## config.mk

```make
export PLATFORM = sky130hd
export DESIGN_NAME = bls_core
export DESIGN_NICKNAME = d
export VERILOG_FILES = /design/src/inc/bls_pkg.sv /design/src/rtl/bls_addr.sv /design/src/rtl/bls_regs.sv /design/src/rtl/bls_core.sv
export SDC_FILE = /design/constraint.sdc
export NUM_CORES = 1
export LEC_CHECK = 0
export ABC_AREA = 1
export BUFFER_PORTS_ARGS = -buffer_cell sky130_fd_sc_hd__buf_4
export CORE_MARGIN = 2
export CORE_UTILIZATION = 55
export DETAILED_ROUTE_END_ITERATION = 16
export PLACE_DENSITY = 0.83
export SLEW_MARGIN = 20
export SYNTH_ARGS = -nofsm -noshare
export SYNTH_HDL_FRONTEND = slang
export SYNTH_HIERARCHICAL = 1
export SYNTH_SLANG_ARGS = --single-unit
```

## constraint.sdc

```tcl
create_clock -name mclk -period 4.2 [get_ports mclk]
set_input_delay 0.63 -clock mclk [delete_from_list [all_inputs] [get_ports mclk]]
set_output_delay 0.63 -clock mclk [all_outputs]
set_load 0.03 [all_outputs]
```

## src/inc/bls_pkg.sv

```systemverilog
// constants and types for the byte load execution block
package bls_pkg;

    // phase lengths in clock ticks
    localparam logic [2:0] BLS_LEN_FETCH  = 3'h4;
    localparam logic [2:0] BLS_LEN_FETCH2 = 3'h4;
    localparam logic [2:0] BLS_LEN_OPER   = 3'h3;
    localparam logic [2:0] BLS_LEN_ADDR   = 3'h5;
    localparam logic [2:0] BLS_LEN_MEMRD  = 3'h3;
    localparam logic [2:0] BLS_LEN_MEMWR  = 3'h3;
    localparam logic [2:0] BLS_LEN_IORD   = 3'h4;

    // whole-instruction budgets in clock ticks
    localparam logic [5:0] BLS_BUD_COPY   = 6'h04;
    localparam logic [5:0] BLS_BUD_TWO    = 6'h07;
    localparam logic [5:0] BLS_BUD_IDX    = 6'h13;
    localparam logic [5:0] BLS_BUD_IO     = 6'h0c;
    localparam logic [5:0] BLS_BUD_PFXNOP = 6'h08;

    // prefix bytes
    localparam logic [7:0] BLS_PFX_FIRST  = 8'hdd;
    localparam logic [7:0] BLS_PFX_SECOND = 8'hfd;
    localparam logic [7:0] BLS_PFX_PORT   = 8'hed;

    // register selector codes
    localparam logic [2:0] BLS_SEL_B      = 3'h0;
    localparam logic [2:0] BLS_SEL_C      = 3'h1;
    localparam logic [2:0] BLS_SEL_H      = 3'h4;
    localparam logic [2:0] BLS_SEL_L      = 3'h5;
    localparam logic [2:0] BLS_SEL_NONE   = 3'h6;
    localparam logic [2:0] BLS_SEL_ACC    = 3'h7;

    // flag register
    localparam int         BLS_NEG_BIT    = 7;
    localparam logic [7:0] BLS_FLAGS_RST  = 8'h00;

    // values after reset
    localparam logic [15:0] BLS_PC_RST    = 16'h0000;
    localparam logic [15:0] BLS_PTR_RST   = 16'h0000;
    localparam logic [7:0]  BLS_REG_RST   = 8'h00;
    localparam logic [7:0]  BLS_DIV_RST   = 8'h00;

    typedef enum logic [2:0] {
        BLS_ST_FETCH  = 3'b000,
        BLS_ST_FETCH2 = 3'b001,
        BLS_ST_OPER   = 3'b010,
        BLS_ST_ADDR   = 3'b011,
        BLS_ST_MEMRD  = 3'b100,
        BLS_ST_MEMWR  = 3'b101,
        BLS_ST_IORD   = 3'b110
    } bls_state_t;

    typedef enum logic [1:0] {
        BLS_PF_NONE   = 2'b00,
        BLS_PF_FIRST  = 2'b01,
        BLS_PF_SECOND = 2'b10,
        BLS_PF_PORT   = 2'b11
    } bls_pfx_t;

    typedef struct packed {
        logic [7:0][7:0] r;
    } bls_rf_t;

    typedef struct packed {
        bls_state_t  st;
        logic [2:0]  tcnt;
        logic [7:0]  div;
        logic [15:0] pc;
        logic [7:0]  ir;
        bls_pfx_t    pfx;
        logic [7:0]  ofs;
        logic [15:0] ea;
        logic [15:0] ix;
        logic [15:0] iy;
        logic [7:0]  flags;
        logic [15:0] mem_addr;
        logic        mem_rd;
        logic        mem_wr;
        logic [7:0]  mem_wdata;
        logic [15:0] io_addr;
        logic        io_rd;
        logic        done;
    } bls_core_t;

endpackage : bls_pkg

```

## src/rtl/bls_addr.sv

```systemverilog
// pointer plus signed offset adder
`timescale 1ns/1ps
module bls_addr
    import bls_pkg::*;
(
    input  wire logic [15:0] base,
    input  wire logic [7:0]  ofs,
    output logic      [15:0] sum
);
    // offset is two's complement, sign extended
    assign sum = base + {{8{ofs[7]}}, ofs};
endmodule : bls_addr

```

## src/rtl/bls_regs.sv

```systemverilog
// byte register file with one write port, one selectable read port and fixed h:l and b:c pair outputs
`timescale 1ns/1ps
module bls_regs
    import bls_pkg::*;
(
    input  wire logic        mclk,
    input  wire logic        rst,
    input  wire logic        we,
    input  wire logic [2:0]  waddr,
    input  wire logic [7:0]  wdata,
    input  wire logic [2:0]  raddr,
    output logic      [7:0]  rdata,
    output logic      [15:0] pair_hl,
    output logic      [15:0] pair_bc
);
    bls_rf_t rf_ff;
    bls_rf_t nxt_rf;

    always_comb begin
        nxt_rf = rf_ff;
        for (int i = 0; i < 8; i++) begin
            // code 110 selects nothing
            if (we && waddr == 3'(i) && waddr != BLS_SEL_NONE) begin
                nxt_rf.r[i] = wdata;
            end
        end
    end

    always_ff @(posedge mclk) begin
        if (rst) begin
            rf_ff <= '{r: {8{BLS_REG_RST}}};
        end else begin
            rf_ff <= nxt_rf;
        end
    end

    assign rdata   = (raddr == BLS_SEL_NONE) ? 8'h00 : rf_ff.r[raddr];
    assign pair_hl = {rf_ff.r[BLS_SEL_H], rf_ff.r[BLS_SEL_L]};
    assign pair_bc = {rf_ff.r[BLS_SEL_B], rf_ff.r[BLS_SEL_C]};
endmodule : bls_regs

```

## src/rtl/bls_core.sv

```systemverilog
// byte load decode and execution core with sign flag
`timescale 1ns/1ps
module bls_core
    import bls_pkg::*;
#(
    parameter logic [7:0] TICK_DIV = 8'h01
) (
    input  wire logic        mclk,
    input  wire logic        rst,
    input  wire logic [7:0]  mem_rdata,
    input  wire logic [7:0]  io_rdata,
    input  wire logic        ptr_load_en,
    input  wire logic        ptr_load_sel,
    input  wire logic [15:0] ptr_load_val,
    output logic      [15:0] mem_addr,
    output logic             mem_rd,
    output logic             mem_wr,
    output logic      [7:0]  mem_wdata,
    output logic      [15:0] io_addr,
    output logic             io_rd,
    output logic      [7:0]  flags,
    output logic             negative,
    output logic             instr_done
);
    bls_core_t   s_ff;
    bls_core_t   nxt_s;
    logic        tick;
    logic        last;
    logic [2:0]  len;
    logic [7:0]  op;
    logic [7:0]  rd_data;
    logic [15:0] hl;
    logic [15:0] bc;
    logic [15:0] idx_base;
    logic [15:0] idx_sum;
    logic        rf_we;
    logic [2:0]  rf_waddr;
    logic [7:0]  rf_wdata;
    logic        is_store;
    logic        sel_ok_d;
    logic        sel_ok_s;

    bls_regs u_regs (
        .mclk    (mclk),
        .rst     (rst),
        .we      (rf_we),
        .waddr   (rf_waddr),
        .wdata   (rf_wdata),
        .raddr   (op[2:0]),
        .rdata   (rd_data),
        .pair_hl (hl),
        .pair_bc (bc)
    );

    assign idx_base = (s_ff.pfx == BLS_PF_SECOND) ? s_ff.iy : s_ff.ix;

    bls_addr u_addr (
        .base (idx_base),
        .ofs  (s_ff.ofs),
        .sum  (idx_sum)
    );

    assign tick = (s_ff.div == TICK_DIV - 8'h01);

    always_comb begin
        case (s_ff.st)
            BLS_ST_FETCH:  len = BLS_LEN_FETCH;
            BLS_ST_FETCH2: len = BLS_LEN_FETCH2;
            BLS_ST_OPER:   len = BLS_LEN_OPER;
            BLS_ST_ADDR:   len = BLS_LEN_ADDR;
            BLS_ST_MEMRD:  len = BLS_LEN_MEMRD;
            BLS_ST_MEMWR:  len = BLS_LEN_MEMWR;
            BLS_ST_IORD:   len = BLS_LEN_IORD;
            default:       len = BLS_LEN_FETCH;
        endcase
    end

    assign last = tick && (s_ff.tcnt == len - 3'h1);

    // opcode byte arrives on the bus during a fetch phase
    assign op = (s_ff.st == BLS_ST_FETCH || s_ff.st == BLS_ST_FETCH2)
                ? mem_rdata : s_ff.ir;
    assign sel_ok_d = (op[5:3] != BLS_SEL_NONE);
    assign sel_ok_s = (op[2:0] != BLS_SEL_NONE);
    assign is_store = (op[7:3] == 5'b01110);

    always_comb begin
        rf_we    = 1'b0;
        rf_waddr = op[5:3];
        rf_wdata = rd_data;
        if (last) begin
            case (s_ff.st)
                BLS_ST_FETCH: begin
                    // 01 dest source, both real registers
                    rf_we = (op[7:6] == 2'b01) && sel_ok_d && sel_ok_s;
                end
                BLS_ST_OPER: begin
                    rf_we    = (s_ff.pfx == BLS_PF_NONE);
                    rf_wdata = mem_rdata;
                end
                BLS_ST_MEMRD: begin
                    rf_we    = 1'b1;
                    rf_wdata = mem_rdata;
                end
                BLS_ST_IORD: begin
                    rf_we    = 1'b1;
                    rf_wdata = io_rdata;
                end
                default: begin
                    rf_we = 1'b0;
                end
            endcase
        end
    end

    always_comb begin
        nxt_s      = s_ff;
        nxt_s.done = 1'b0;
        nxt_s.div  = tick ? 8'h00 : s_ff.div + 8'h01;
        if (tick) begin
            nxt_s.tcnt = last ? 3'h0 : s_ff.tcnt + 3'h1;
        end
        if (ptr_load_en && !ptr_load_sel) begin
            nxt_s.ix = ptr_load_val;
        end
        if (ptr_load_en && ptr_load_sel) begin
            nxt_s.iy = ptr_load_val;
        end
        if (last) begin
            case (s_ff.st)
                BLS_ST_FETCH: begin
                    nxt_s.pc  = s_ff.pc + 16'h0001;
                    nxt_s.ir  = op;
                    nxt_s.pfx = BLS_PF_NONE;
                    nxt_s.ea  = hl;
                    nxt_s.st  = BLS_ST_FETCH;
                    if (op == BLS_PFX_FIRST) begin
                        nxt_s.pfx = BLS_PF_FIRST;
                        nxt_s.st  = BLS_ST_FETCH2;
                    end else if (op == BLS_PFX_SECOND) begin
                        nxt_s.pfx = BLS_PF_SECOND;
                        nxt_s.st  = BLS_ST_FETCH2;
                    end else if (op == BLS_PFX_PORT) begin
                        nxt_s.pfx = BLS_PF_PORT;
                        nxt_s.st  = BLS_ST_FETCH2;
                    end else if (op[7:6] == 2'b00 && op[2:0] == 3'b110
                                 && sel_ok_d) begin
                        nxt_s.st = BLS_ST_OPER;
                    end else if (op[7:6] == 2'b01 && op[2:0] == 3'b110
                                 && sel_ok_d) begin
                        nxt_s.st = BLS_ST_MEMRD;
                    end else if (is_store && sel_ok_s) begin
                        nxt_s.st = BLS_ST_MEMWR;
                    end else begin
                        nxt_s.done = 1'b1;
                    end
                end
                BLS_ST_FETCH2: begin
                    nxt_s.pc = s_ff.pc + 16'h0001;
                    nxt_s.ir = op;
                    nxt_s.st = BLS_ST_FETCH;
                    if (s_ff.pfx == BLS_PF_PORT) begin
                        if (op[7:6] == 2'b01 && op[2:0] == 3'b000
                            && sel_ok_d) begin
                            nxt_s.st = BLS_ST_IORD;
                        end else begin
                            nxt_s.done = 1'b1;
                        end
                    end else if ((op[7:6] == 2'b01 && op[2:0] == 3'b110
                                  && sel_ok_d)
                                 || (is_store && sel_ok_s)) begin
                        nxt_s.st = BLS_ST_OPER;
                    end else begin
                        nxt_s.done = 1'b1;
                    end
                end
                BLS_ST_OPER: begin
                    nxt_s.pc = s_ff.pc + 16'h0001;
                    if (s_ff.pfx == BLS_PF_NONE) begin
                        nxt_s.st   = BLS_ST_FETCH;
                        nxt_s.done = 1'b1;
                    end else begin
                        nxt_s.ofs = mem_rdata;
                        nxt_s.st  = BLS_ST_ADDR;
                    end
                end
                BLS_ST_ADDR: begin
                    nxt_s.ea = idx_sum;
                    nxt_s.st = is_store ? BLS_ST_MEMWR : BLS_ST_MEMRD;
                end
                BLS_ST_IORD: begin
                    nxt_s.flags[BLS_NEG_BIT] = io_rdata[7];
                    nxt_s.st   = BLS_ST_FETCH;
                    nxt_s.done = 1'b1;
                end
                default: begin
                    nxt_s.st   = BLS_ST_FETCH;
                    nxt_s.done = 1'b1;
                end
            endcase
        end
        // bus strobes follow the phase being entered
        nxt_s.mem_rd  = (nxt_s.st == BLS_ST_FETCH)
                        || (nxt_s.st == BLS_ST_FETCH2)
                        || (nxt_s.st == BLS_ST_OPER)
                        || (nxt_s.st == BLS_ST_MEMRD);
        nxt_s.mem_wr  = (nxt_s.st == BLS_ST_MEMWR);
        nxt_s.io_rd   = (nxt_s.st == BLS_ST_IORD);
        nxt_s.io_addr = bc;
        if (nxt_s.st == BLS_ST_MEMRD || nxt_s.st == BLS_ST_MEMWR) begin
            nxt_s.mem_addr = nxt_s.ea;
        end else begin
            nxt_s.mem_addr = nxt_s.pc;
        end
        if (nxt_s.st == BLS_ST_MEMWR && s_ff.st != BLS_ST_MEMWR) begin
            nxt_s.mem_wdata = rd_data;
        end
    end

    always_ff @(posedge mclk) begin
        if (rst) begin
            s_ff <= '{st: BLS_ST_FETCH, tcnt: 3'h0, div: BLS_DIV_RST,
                      pc: BLS_PC_RST, ir: 8'h00, pfx: BLS_PF_NONE,
                      ofs: 8'h00, ea: BLS_PTR_RST, ix: BLS_PTR_RST,
                      iy: BLS_PTR_RST, flags: BLS_FLAGS_RST,
                      mem_addr: BLS_PC_RST, mem_rd: 1'b1, mem_wr: 1'b0,
                      mem_wdata: 8'h00, io_addr: 16'h0000, io_rd: 1'b0,
                      done: 1'b0};
        end else begin
            s_ff <= nxt_s;
        end
    end

    assign mem_addr   = s_ff.mem_addr;
    assign mem_rd     = s_ff.mem_rd;
    assign mem_wr     = s_ff.mem_wr;
    assign mem_wdata  = s_ff.mem_wdata;
    assign io_addr    = s_ff.io_addr;
    assign io_rd      = s_ff.io_rd;
    assign flags      = s_ff.flags;
    assign negative   = s_ff.flags[BLS_NEG_BIT];
    assign instr_done = s_ff.done;

    // ticks spent by the instruction that just finished
    logic [5:0] itk_ff;
    logic       copy_op;
    always_ff @(posedge mclk) begin
        if (rst) begin
            itk_ff <= 6'h00;
        end else if (s_ff.done) begin
            itk_ff <= tick ? 6'h01 : 6'h00;
        end else begin
            itk_ff <= itk_ff + (tick ? 6'h01 : 6'h00);
        end
    end
    assign copy_op = s_ff.pfx == BLS_PF_NONE && s_ff.ir[7:6] == 2'b01
                     && s_ff.ir[5:3] != 3'h6 && s_ff.ir[2:0] != 3'h6;

    copy_time_a: assert property (@(posedge mclk) disable iff (rst)
        s_ff.done && copy_op |-> itk_ff == 6'd4)
        else $error("copy not 4 ticks");
    imm_time_a: assert property (@(posedge mclk) disable iff (rst)
        s_ff.done && s_ff.pfx == BLS_PF_NONE && s_ff.ir[7:6] == 2'b00
        && s_ff.ir[2:0] == 3'h6 && s_ff.ir[5:3] != 3'h6
        |-> itk_ff == 6'd7)
        else $error("immediate load not 7 ticks");
    hl_read_a: assert property (@(posedge mclk) disable iff (rst)
        s_ff.done && s_ff.pfx == BLS_PF_NONE && s_ff.ir[7:6] == 2'b01
        && s_ff.ir[2:0] == 3'h6 && s_ff.ir[5:3] != 3'h6
        |-> itk_ff == 6'd7)
        else $error("pointer read not 7 ticks");
    idx_time_a: assert property (@(posedge mclk) disable iff (rst)
        s_ff.done && (s_ff.pfx == BLS_PF_FIRST || s_ff.pfx == BLS_PF_SECOND)
        && $past(s_ff.st == BLS_ST_MEMRD || s_ff.st == BLS_ST_MEMWR)
        |-> itk_ff == 6'd19)
        else $error("indexed access not 19 ticks");
    hl_store_a: assert property (@(posedge mclk) disable iff (rst)
        $rose(mem_wr) && s_ff.pfx == BLS_PF_NONE
        |-> mem_addr == hl ##3 !mem_wr)
        else $error("pointer store address or length wrong");
    idx_addr_a: assert property (@(posedge mclk) disable iff (rst)
        s_ff.st == BLS_ST_ADDR && last
        |=> mem_addr == $past(idx_base + {{8{s_ff.ofs[7]}}, s_ff.ofs}))
        else $error("indexed address wrong");
    neg_flag_a: assert property (@(posedge mclk) disable iff (rst)
        s_ff.st == BLS_ST_IORD && last
        |=> negative == $past(io_rdata[7]))
        else $error("negative flag not from port data");
    flag_hold_a: assert property (@(posedge mclk) disable iff (rst)
        !(s_ff.st == BLS_ST_IORD && last) |=> $stable(flags))
        else $error("flags changed by a load");
    no_sel6_a: assert property (@(posedge mclk) disable iff (rst)
        rf_we |-> rf_waddr != 3'h6)
        else $error("write to selector 110");
endmodule : bls_core

```

==> After elaboration in Yosys (flattened, before gate mapping) <==
Index checks and enable logic that the tools add are counted.
{ "op_classes": {"addsub": 5, "magnitude_cmp": 1, "eq_ne": 30, "mux": 46, "bitwise_logic": 2, "reduce_logical": 54} }
{ "op_table": {"columns": ["cell", "count"], "rows": [
  ["2-to-1 mux 8 bit", 7],
  ["2-to-1 mux 50 bit", 1],
  ["2-to-1 mux 16 bit", 3],
  ["== test 3 bit, second input constant", 11],
  ["case mux 16 bit (2 select lines)", 1],
  ["2-to-1 mux 3 bit", 10],
  ["logical AND 1 bit", 29],
  ["binary-select mux 8 bit (select 3 bit)", 1],
  ["== test 8 bit, second input constant", 3],
  ["adder 16 x 1 -> 16 bit, second input constant", 1],
  ["adder 16 bit", 1],
  ["case mux 8 bit (2 select lines)", 1],
  ["== test 3 x 2 -> 1 bit, second input constant", 5],
  ["logical NOT 3 bit", 4],
  ["2-to-1 mux 1 bit", 12],
  ["2-to-1 mux 2 bit", 6],
  ["case mux 3 bit (4 select lines)", 1],
  ["OR reduction 2 bit", 5],
  ["== test 3 x 1 -> 1 bit, second input constant", 3],
  ["inequality test 3 bit, second input constant", 3],
  ["adder 8 x 1 -> 8 bit, second input constant", 1],
  ["logical NOT 8 bit", 1],
  ["logical OR 1 bit", 6],
  ["case mux 3 bit (2 select lines)", 1],
  ["other kinds (15)", 21]
]} }
{ "totals": {"regBits": 205, "input_bits": 36, "out_inout_bits": 53, "elab_cells": 164} }

==> Depth between registers and ports, before layout <==
{ "logic_depth": {"word_depth": 17, "depth_mapped": 19, "depth_no_buf": 19} }

==> Cells and area by module <==
Netlist, hierarchy kept.
{ "by_module_without_submodules": {"columns": ["mod", "n_inst", "cells_per_inst", "area_each_um2", "seq_area_each_um2"], "rows": [
  ["bls_core", 1, 978, 7280.7, 2822.7],
  ["bls_regs", 1, 466, 3095.5, 1281.2],
  ["bls_addr", 1, 176, 928.4, 0.0]
]} }

==> Worst setup path after synthesis <==
OpenSTA, ideal clock, no wires.
{ "synth_path": {"kind": "register -> register", "start": "reg s_ff[108] (netlist bit)", "end": "reg s_ff (netlist bit mem_addr[14])", "arrival_ns": 2.563, "t_required_ns": 4.062, "path_slack_ns": 1.499, "stages_incl_launch_ff": 18, "n_path_buf": 1, "synth_period_minus_slack_ns": 2.701, "path_cell_list": "dfxtp_1 > inv_1 > nand2_1 > clkbuf_1 > mux2_2 > ha_1 > a21oi_1 > nand2_1 > a21oi_1 > nand2_1 > nand2_1 > nand2_1 > nand2_1 > nand3_1 > nand2_1 > nand2_1 > nand2_1 > a21oi_2"} }
{ "synth_between": {"word_cells_on_any_way": 15, "classes_between": "1 x add/sub; 4 x eq/ne; 8 x mux; 2 x reduce/logical"} }
{ "synth_lines": {"columns": ["element", "line", "source"], "rows": [
  ["start: declaration", "bls_core.sv:25", "bls_core_t s_ff;"],
  ["start signal: assignment", "bls_core.sv:222", "s_ff <= '{st: BLS_ST_FETCH, tcnt: 3'h0, div: BLS_DIV_RST,"],
  ["start signal: assignment", "bls_core.sv:230", "s_ff <= nxt_s;"],
  ["== test 2 bit", "bls_core.sv:55", "assign idx_base = (s_ff.pfx == BLS_PF_SECOND) ? s_ff.iy : s_ff.ix;"],
  ["2-to-1 mux 16 bit", "bls_core.sv:55", null],
  ["net idx_base[9]", "bls_core.sv:34", "logic [15:0] idx_base;"],
  ["adder 16 bit", "bls_addr.sv:11", "assign sum = base + {{8{ofs[7]}}, ofs};"],
  ["net idx_sum[14]", "bls_core.sv:35", "logic [15:0] idx_sum;"],
  ["case mux 16 bit (2 select lines)", "bls_core.sv:130", "case (s_ff.st)"],
  ["2-to-1 mux 50 bit", "bls_core.sv:129", "if (last) begin"],
  ["2-to-1 mux 16 bit", "bls_core.sv:210", "if (nxt_s.st == BLS_ST_MEMRD || nxt_s.st == BLS_ST_MEMWR) begin"]
]} }
The timed path passes the listed nets, and every way through them passes these cells.
A chain may end at the register's enable or synchronous reset.

==> Final worst setup path <==
{ "layout_path": {"start": "reg s_ff[146] (netlist bit)", "end": "reg s_ff (netlist bit mem_addr[3])"} }
{ "layout_between": {"elab_chain_len": 16, "word_cells_on_any_way": 51, "classes_between": "1 x add/sub; 16 x eq/ne; 18 x mux; 16 x reduce/logical"} }
{ "layout_rtl": {"columns": ["element", "line", "source"], "rows": [
  ["== test 3 x 1 -> 1 bit / logical NOT 3 bit (equally long branches)", "bls_core.sv:81, bls_core.sv:130", null],
  ["logical OR 1 bit", "bls_core.sv:81", "assign op = (s_ff.st == BLS_ST_FETCH || s_ff.st == BLS_ST_FETCH2)"],
  ["2-to-1 mux 8 bit", "bls_core.sv:82", "? mem_rdata : s_ff.ir;"],
  ["== test 5 x 4 -> 1 bit, or another cell as far along", "bls_core.sv:85", "assign is_store = (op[7:3] == 5'b01110);"],
  ["logical AND 1 bit (on tied branches)", null, null],
  ["2-to-1 mux 3 bit / logical AND 1 bit (equally long branches)", "bls_core.sv:152, bls_core.sv:150, bls_core.sv:170", null],
  ["2-to-1 mux 3 bit", "bls_core.sv:149", "end else if (op[7:6] == 2'b01 && op[2:0] == 3'b110"],
  ["2-to-1 mux 3 bit", "bls_core.sv:146", "end else if (op[7:6] == 2'b00 && op[2:0] == 3'b110"],
  ["2-to-1 mux 3 bit", "bls_core.sv:143", "end else if (op == BLS_PFX_PORT) begin"],
  ["2-to-1 mux 3 bit", "bls_core.sv:140", "end else if (op == BLS_PFX_SECOND) begin"],
  ["2-to-1 mux 3 bit", "bls_core.sv:137", "if (op == BLS_PFX_FIRST) begin"],
  ["case mux 3 bit (4 select lines)", "bls_core.sv:130", null],
  ["2-to-1 mux 3 bit", "bls_core.sv:129", null],
  ["== test 3 bit", "bls_core.sv:210", null],
  ["logical OR 1 bit", "bls_core.sv:210", null],
  ["2-to-1 mux 16 bit *", "bls_core.sv:210", null]
]} }
Mark *: on every way between the ends. The rest lies on a longest branch, timed or not.

==> reports/metrics.sh <==
CRITICAL_PATH.CELL_CHAIN='nand3_2 > nand3_2 > nand2_2 > nor3b_2 > nand3_2 > inv_2 > nand2_4 > nand2_2 > nor2_4 > nand3_1 > and2_1'
FILL_CELLS=1814
CRIT_SLOWEST_CELL='dfxtp_1'
SYNTH_TOP_CELLS_BY_COUNT='342 x nand2_1, 290 x nor2_1, 205 x dfxtp_1, 147 x inv_1, 107 x o21ai_0'
CTS_MADE_BUFFERS=23
GRT_START_MAX_NET_PINS=71
IO-PIN-COUNT=89
SYNTHMUXAREASHARE_PCT=1.68
DR_TOTAL_VIAS=10100
TRANSITION_TIME_OF_THE_TIGHTEST_SLEW_CHECK_PIN_NS=0.932
DRIVE_ABOVE_1_SHARE_PCT=15.3
SETUP_TNS_NS=0
CTS.SINKS=205
FINALINSTANCEAREA_UM2=12200
SETUP.WORST_PATH.START_CLASS='flip-flop'
CRITPATHCAPTURETYPE='flip-flop'
REG2REG_TO='mem_addr[3]$_SDFF_PP0_'
WORST_SETUP_HOLD_PATH_CLK_SLEW_NS=0.06
CP_SLOWEST_STAGE_DELAY_NS=0.69
CRITICAL_PATH.STARTPOINT='s_ff[146]$_SDFF_PP0_'
YOSYS.AREA_SHARE.SIMPLE_PCT=32.5
YS_DOMINANT_REG_CELL='dfxtp_1'
CRITPATHREQUIREDTIME_NS=4.59
SYN-CELL-AREA_UM2=11300
CRITICAL_PATH.MAX_FANOUT=23
DRTANTENNAVIOLNETS=0
FINALCRITPERIODSHARE_PCT=87.3
R2R_SETUP_SLACK_NS=0.54
CLOCKROOTBUFFER='clkbuf_16'
SYNTH_EDF_COUNT=0
MAXSLEWHEADROOM_PCT=37.7
START_UTIL_PCT=55.9
DIE_WIDTH_UM=147
CELLPOWERDENSITY_nW_PER_UM2=364
MAXCAPVIOLCOUNT=0
POSTCTSSETUPBUFFERS=0
HOLD-WORST-SLACK_NS=0.355
ANTENNA_FOUND_INITIAL=0
POST_SYNTH_INST_COUNT=1620
WL_PER_CELL_UM=15.0
YOSYS.AREA_SHARE.ADDER_PCT=2.28
COMBINATIONAL_FAMILY_WITH_THE_MOST_AREA_AFTER_SYNTHESIS='simple AND/OR/NAND/NOR gates'
SYNTH_TOP_AREA_CELL='dfxtp_1'
MIN-DELAY-PATH-CLASS='in -> reg'
CRITICALPATHCATEGORY='reg -> reg'
FIRST_GLOBAL_VIAS=9429
MAX_FREQ_GHz=0.273
ANTENNADIODECOUNT=0
PLACEMENT.CELL_AREA_UM2=11400
TOTALWIRELENGTH_MM=28.3
GROUTE.LAYER.MET1.USAGE_PCT=34.4
DESIGN.DIE.AREA_UM2=21700
SKEW_NS=0.0142
CTS_HOLD_REPAIR.BUFFERS=0
CLOCK_INSERTION_DELAY_WORST_SKEW_NS=0.51
FIRSTDRTPASSITERS=6
SYNTH_SEQ_CELLS=205
TIMING.CRITICAL_PATH.MAX_DELAY_FAMILY='simple AND/OR/NAND/NOR gates'
ARRIVAL_NS=4.05
PATH_BUF_INV=1
SYNTH_COMPOUND_AREA_SHARE_PCT=11.6
GR-USAGE-MET3_PCT=4.13
SYNTH_TOP_AREA_SHARE_PCT=36.3
GLOBALROUTETOTALUTIL_PCT=25.8
POST_SYNTH_MAIN_AREA_CONTRIBUTORS='dfxtp_1 36%, nand2_1 11%, nor2_1 9.6%, buf_4 5.5%, inv_1 4.9%'
SYNTH_SEQ_AREA_SHARE_PCT=36.3
HOLD_PATH_END='s_ff[76]$_SDFFE_PP0P_'
GRT.OVERFLOW.TOTAL=0
PORT_BUFFERS=81
ROUTE.DETAILED.VIAS_PER_INST=5.38
SLEW_VIOL_FINAL=0
GLOBAL_ROUTE.USAGE.MET2_PCT=42.3
FINAL_PERIOD_MINUS_WORST_SETUP_SLACK_NS=3.66
YOSYS_WARNINGS=6
POST_CTS_RESIZE_COUNT=0
DESIGN.FINAL.NETS=1656
POST_SYNTHESIS_TO_FINAL_LAYOUT_AREA_GROWTH_PCT=7.76
HOLDCRITSTARTPOINT='ptr_load_val[8]'
POST-ROUTE-DRC-COUNT=0
POST_SYNTH_NUM_CELL_TYPES=55
CRIT_TOP_CELL='nand3_2'
HOLD_VIOL_FINAL=0
ASYNC_RESET_FF_SHARE_PCT=0
CTS-HTREE-LEVELS=1
CTS-ROOT-TO-SINK-BUFFERS=3
GLOBAL_PLACEMENT_ROUTABILITY_CONGESTION=0.942
GLOBALROUTE.BUSIESTLAYER='met2'
PLACEABLECOREAREA_UM2=20200
CORE.ROWCOUNT=52
FIRST_ITER_VIOLATIONS=1243
WIRE_LENGTH_OF_THE_FIRST_GLOBAL_ROUTING_PASS_MM=46.4
OUTCOME='completed'
DIE_H_UM=147
SYNTH_MOST_COMMON_CELL='nand2_1'
SYNTH.AVG_CELL_AREA_UM2=6.98
WORSTREGTOREGCELLS=11
SETUP_VIOLATIONS=0
LEAKAGE_POWER_nW=5.57
SYNTH-XOR-AREA-SHARE_PCT=2.01
VDD_IR_DROP_MAX_mV=0.337
WORSTREG2REGSTART='s_ff[146]$_SDFF_PP0_'
TRITONCTS_CLOCK_TREE='done'
DP_HPWL_MM=20.1
WHS_PATH_DEPTH=3
RSZ0062_AT_GRT='no'
## area by class of cell
cell class                      instances  area, µm²  area share [%]
Sequential cell                       205       4100            33.7
Clock inverter                          7        118           0.965
Multi-Input combinational cell       1121       5690            46.7
Timing Repair Buffer                   88        661            5.42
Clock buffer                           34        657            5.39
Tap cell                              270        338            2.77
Inverter                              161        617            5.06
## placed cells by master, fill, tap and decap left out, types with 2 or more instances in the layout
cell type and count:
nor2_1 290, and2_1 2, nor3_1 12, inv_1 146
nor2_4 4, clkbuf_1 7, ha_1 19, nor2_8 3
o21ai_1 3, mux2_2 16, nand3_1 87, nand2_1 342
buf_4 88, o211ai_1 23, clkbuf_16 23, a211oi_1 12
conb_1 7, nor3b_1 3, xnor2_1 6, nand3b_1 2
or2_1 2, o21ai_2 4, o21ai_0 107, nor3_2 4
nand2_2 36, bufinv_16 3, dfxtp_1 205, nand3_2 9
inv_2 11, clkbuf_8 4, clkinvlp_4 3, nand2_4 7
xor2_1 20, o21ai_4 2, nand3_4 3, a21oi_1 58
nand4_1 9, a21oi_2 10, clkinv_1 2, nor2_2 8
## through the flow
step / utilization [%] / std cells / power [mW] / setup WS (ns)
6_report: 60.2 / 1886 / 4.44 / 0.535
5_1_grt: 60.2 / 1886 / 4.59 / 0.158
4_1_cts: 60.2 / 1886 / 4.45 / 0.622
3_5_place_dp: 56.4 / 1845 / 2.40 / 0.665
3_3_place_gp: 56.4 / 1845 / 2.39 / 0.685
2_1_floorplan: - / 1626 / 2.31 / 1.50
## worst max path at each step
stage / end / slack (ns) / cells past startpoint
4_1_cts: mem_addr[3]$_SDFF_PP0_ / 0.62 / 11
3_5_place_dp: mem_addr[3]$_SDFF_PP0_ / 0.67 / 11
3_3_place_gp: mem_addr[3]$_SDFF_PP0_ / 0.69 / 11
2_1_floorplan: mem_addr[14]$_SDFF_PP0_ / 1.50 / 17
6_report: mem_addr[3]$_SDFF_PP0_ / 0.54 / 11
5_1_grt: u_regs/rf_ff[25]$_SDFFE_PP0P_ / 0.16 / 13
## per-layer routing
| layer | up-vias | wire (µm) |
|---|---|---|
| met5 | - | 0 |
| met4 | 0 | 975 |
| met3 | 80 | 2080 |
| met2 | 420 | 13000 |
| met1 | 4616 | 12200 |
| li1 | 5024 | - |
## flip-flops by register name, summed over array words and instances, names as in the netlist, 8 cells and up
name            flops
io_addr            16
mem_addr           16
mem_wdata           8
s_ff               96
u_regs/pair_bc     16
u_regs/pair_hl     16
u_regs/rf_ff       32
## kinds of logic (layout without fill, tap and decap cells)
kind of cell	Yosys count	in the layout
buffers and inverters	300	290
flip-flops	205	205
XOR/XNOR	26	26
AO/OA/AOI/OAI	224	224
adder cells (fa/ha/maj)	20	20
AND/OR/NAND/NOR	827	827
multiplexers	17	17
other	1	7
## where the power goes
group | internal [mW] | leakage, nW | total, mW | switching, mW
Sequential | 1.98 | 1.66 | 2.00 | 0.0225
Combinational | 0.116 | 3.54 | 0.368 | 0.252
Clock | 1.26 | 0.367 | 2.07 | 0.803
## worst min-delay path, cell delays in order
cell	delay, ns
buf_4	0.08
nor2_1	0.03
nor2_1	0.08
(Power assumes the default switching activity.)
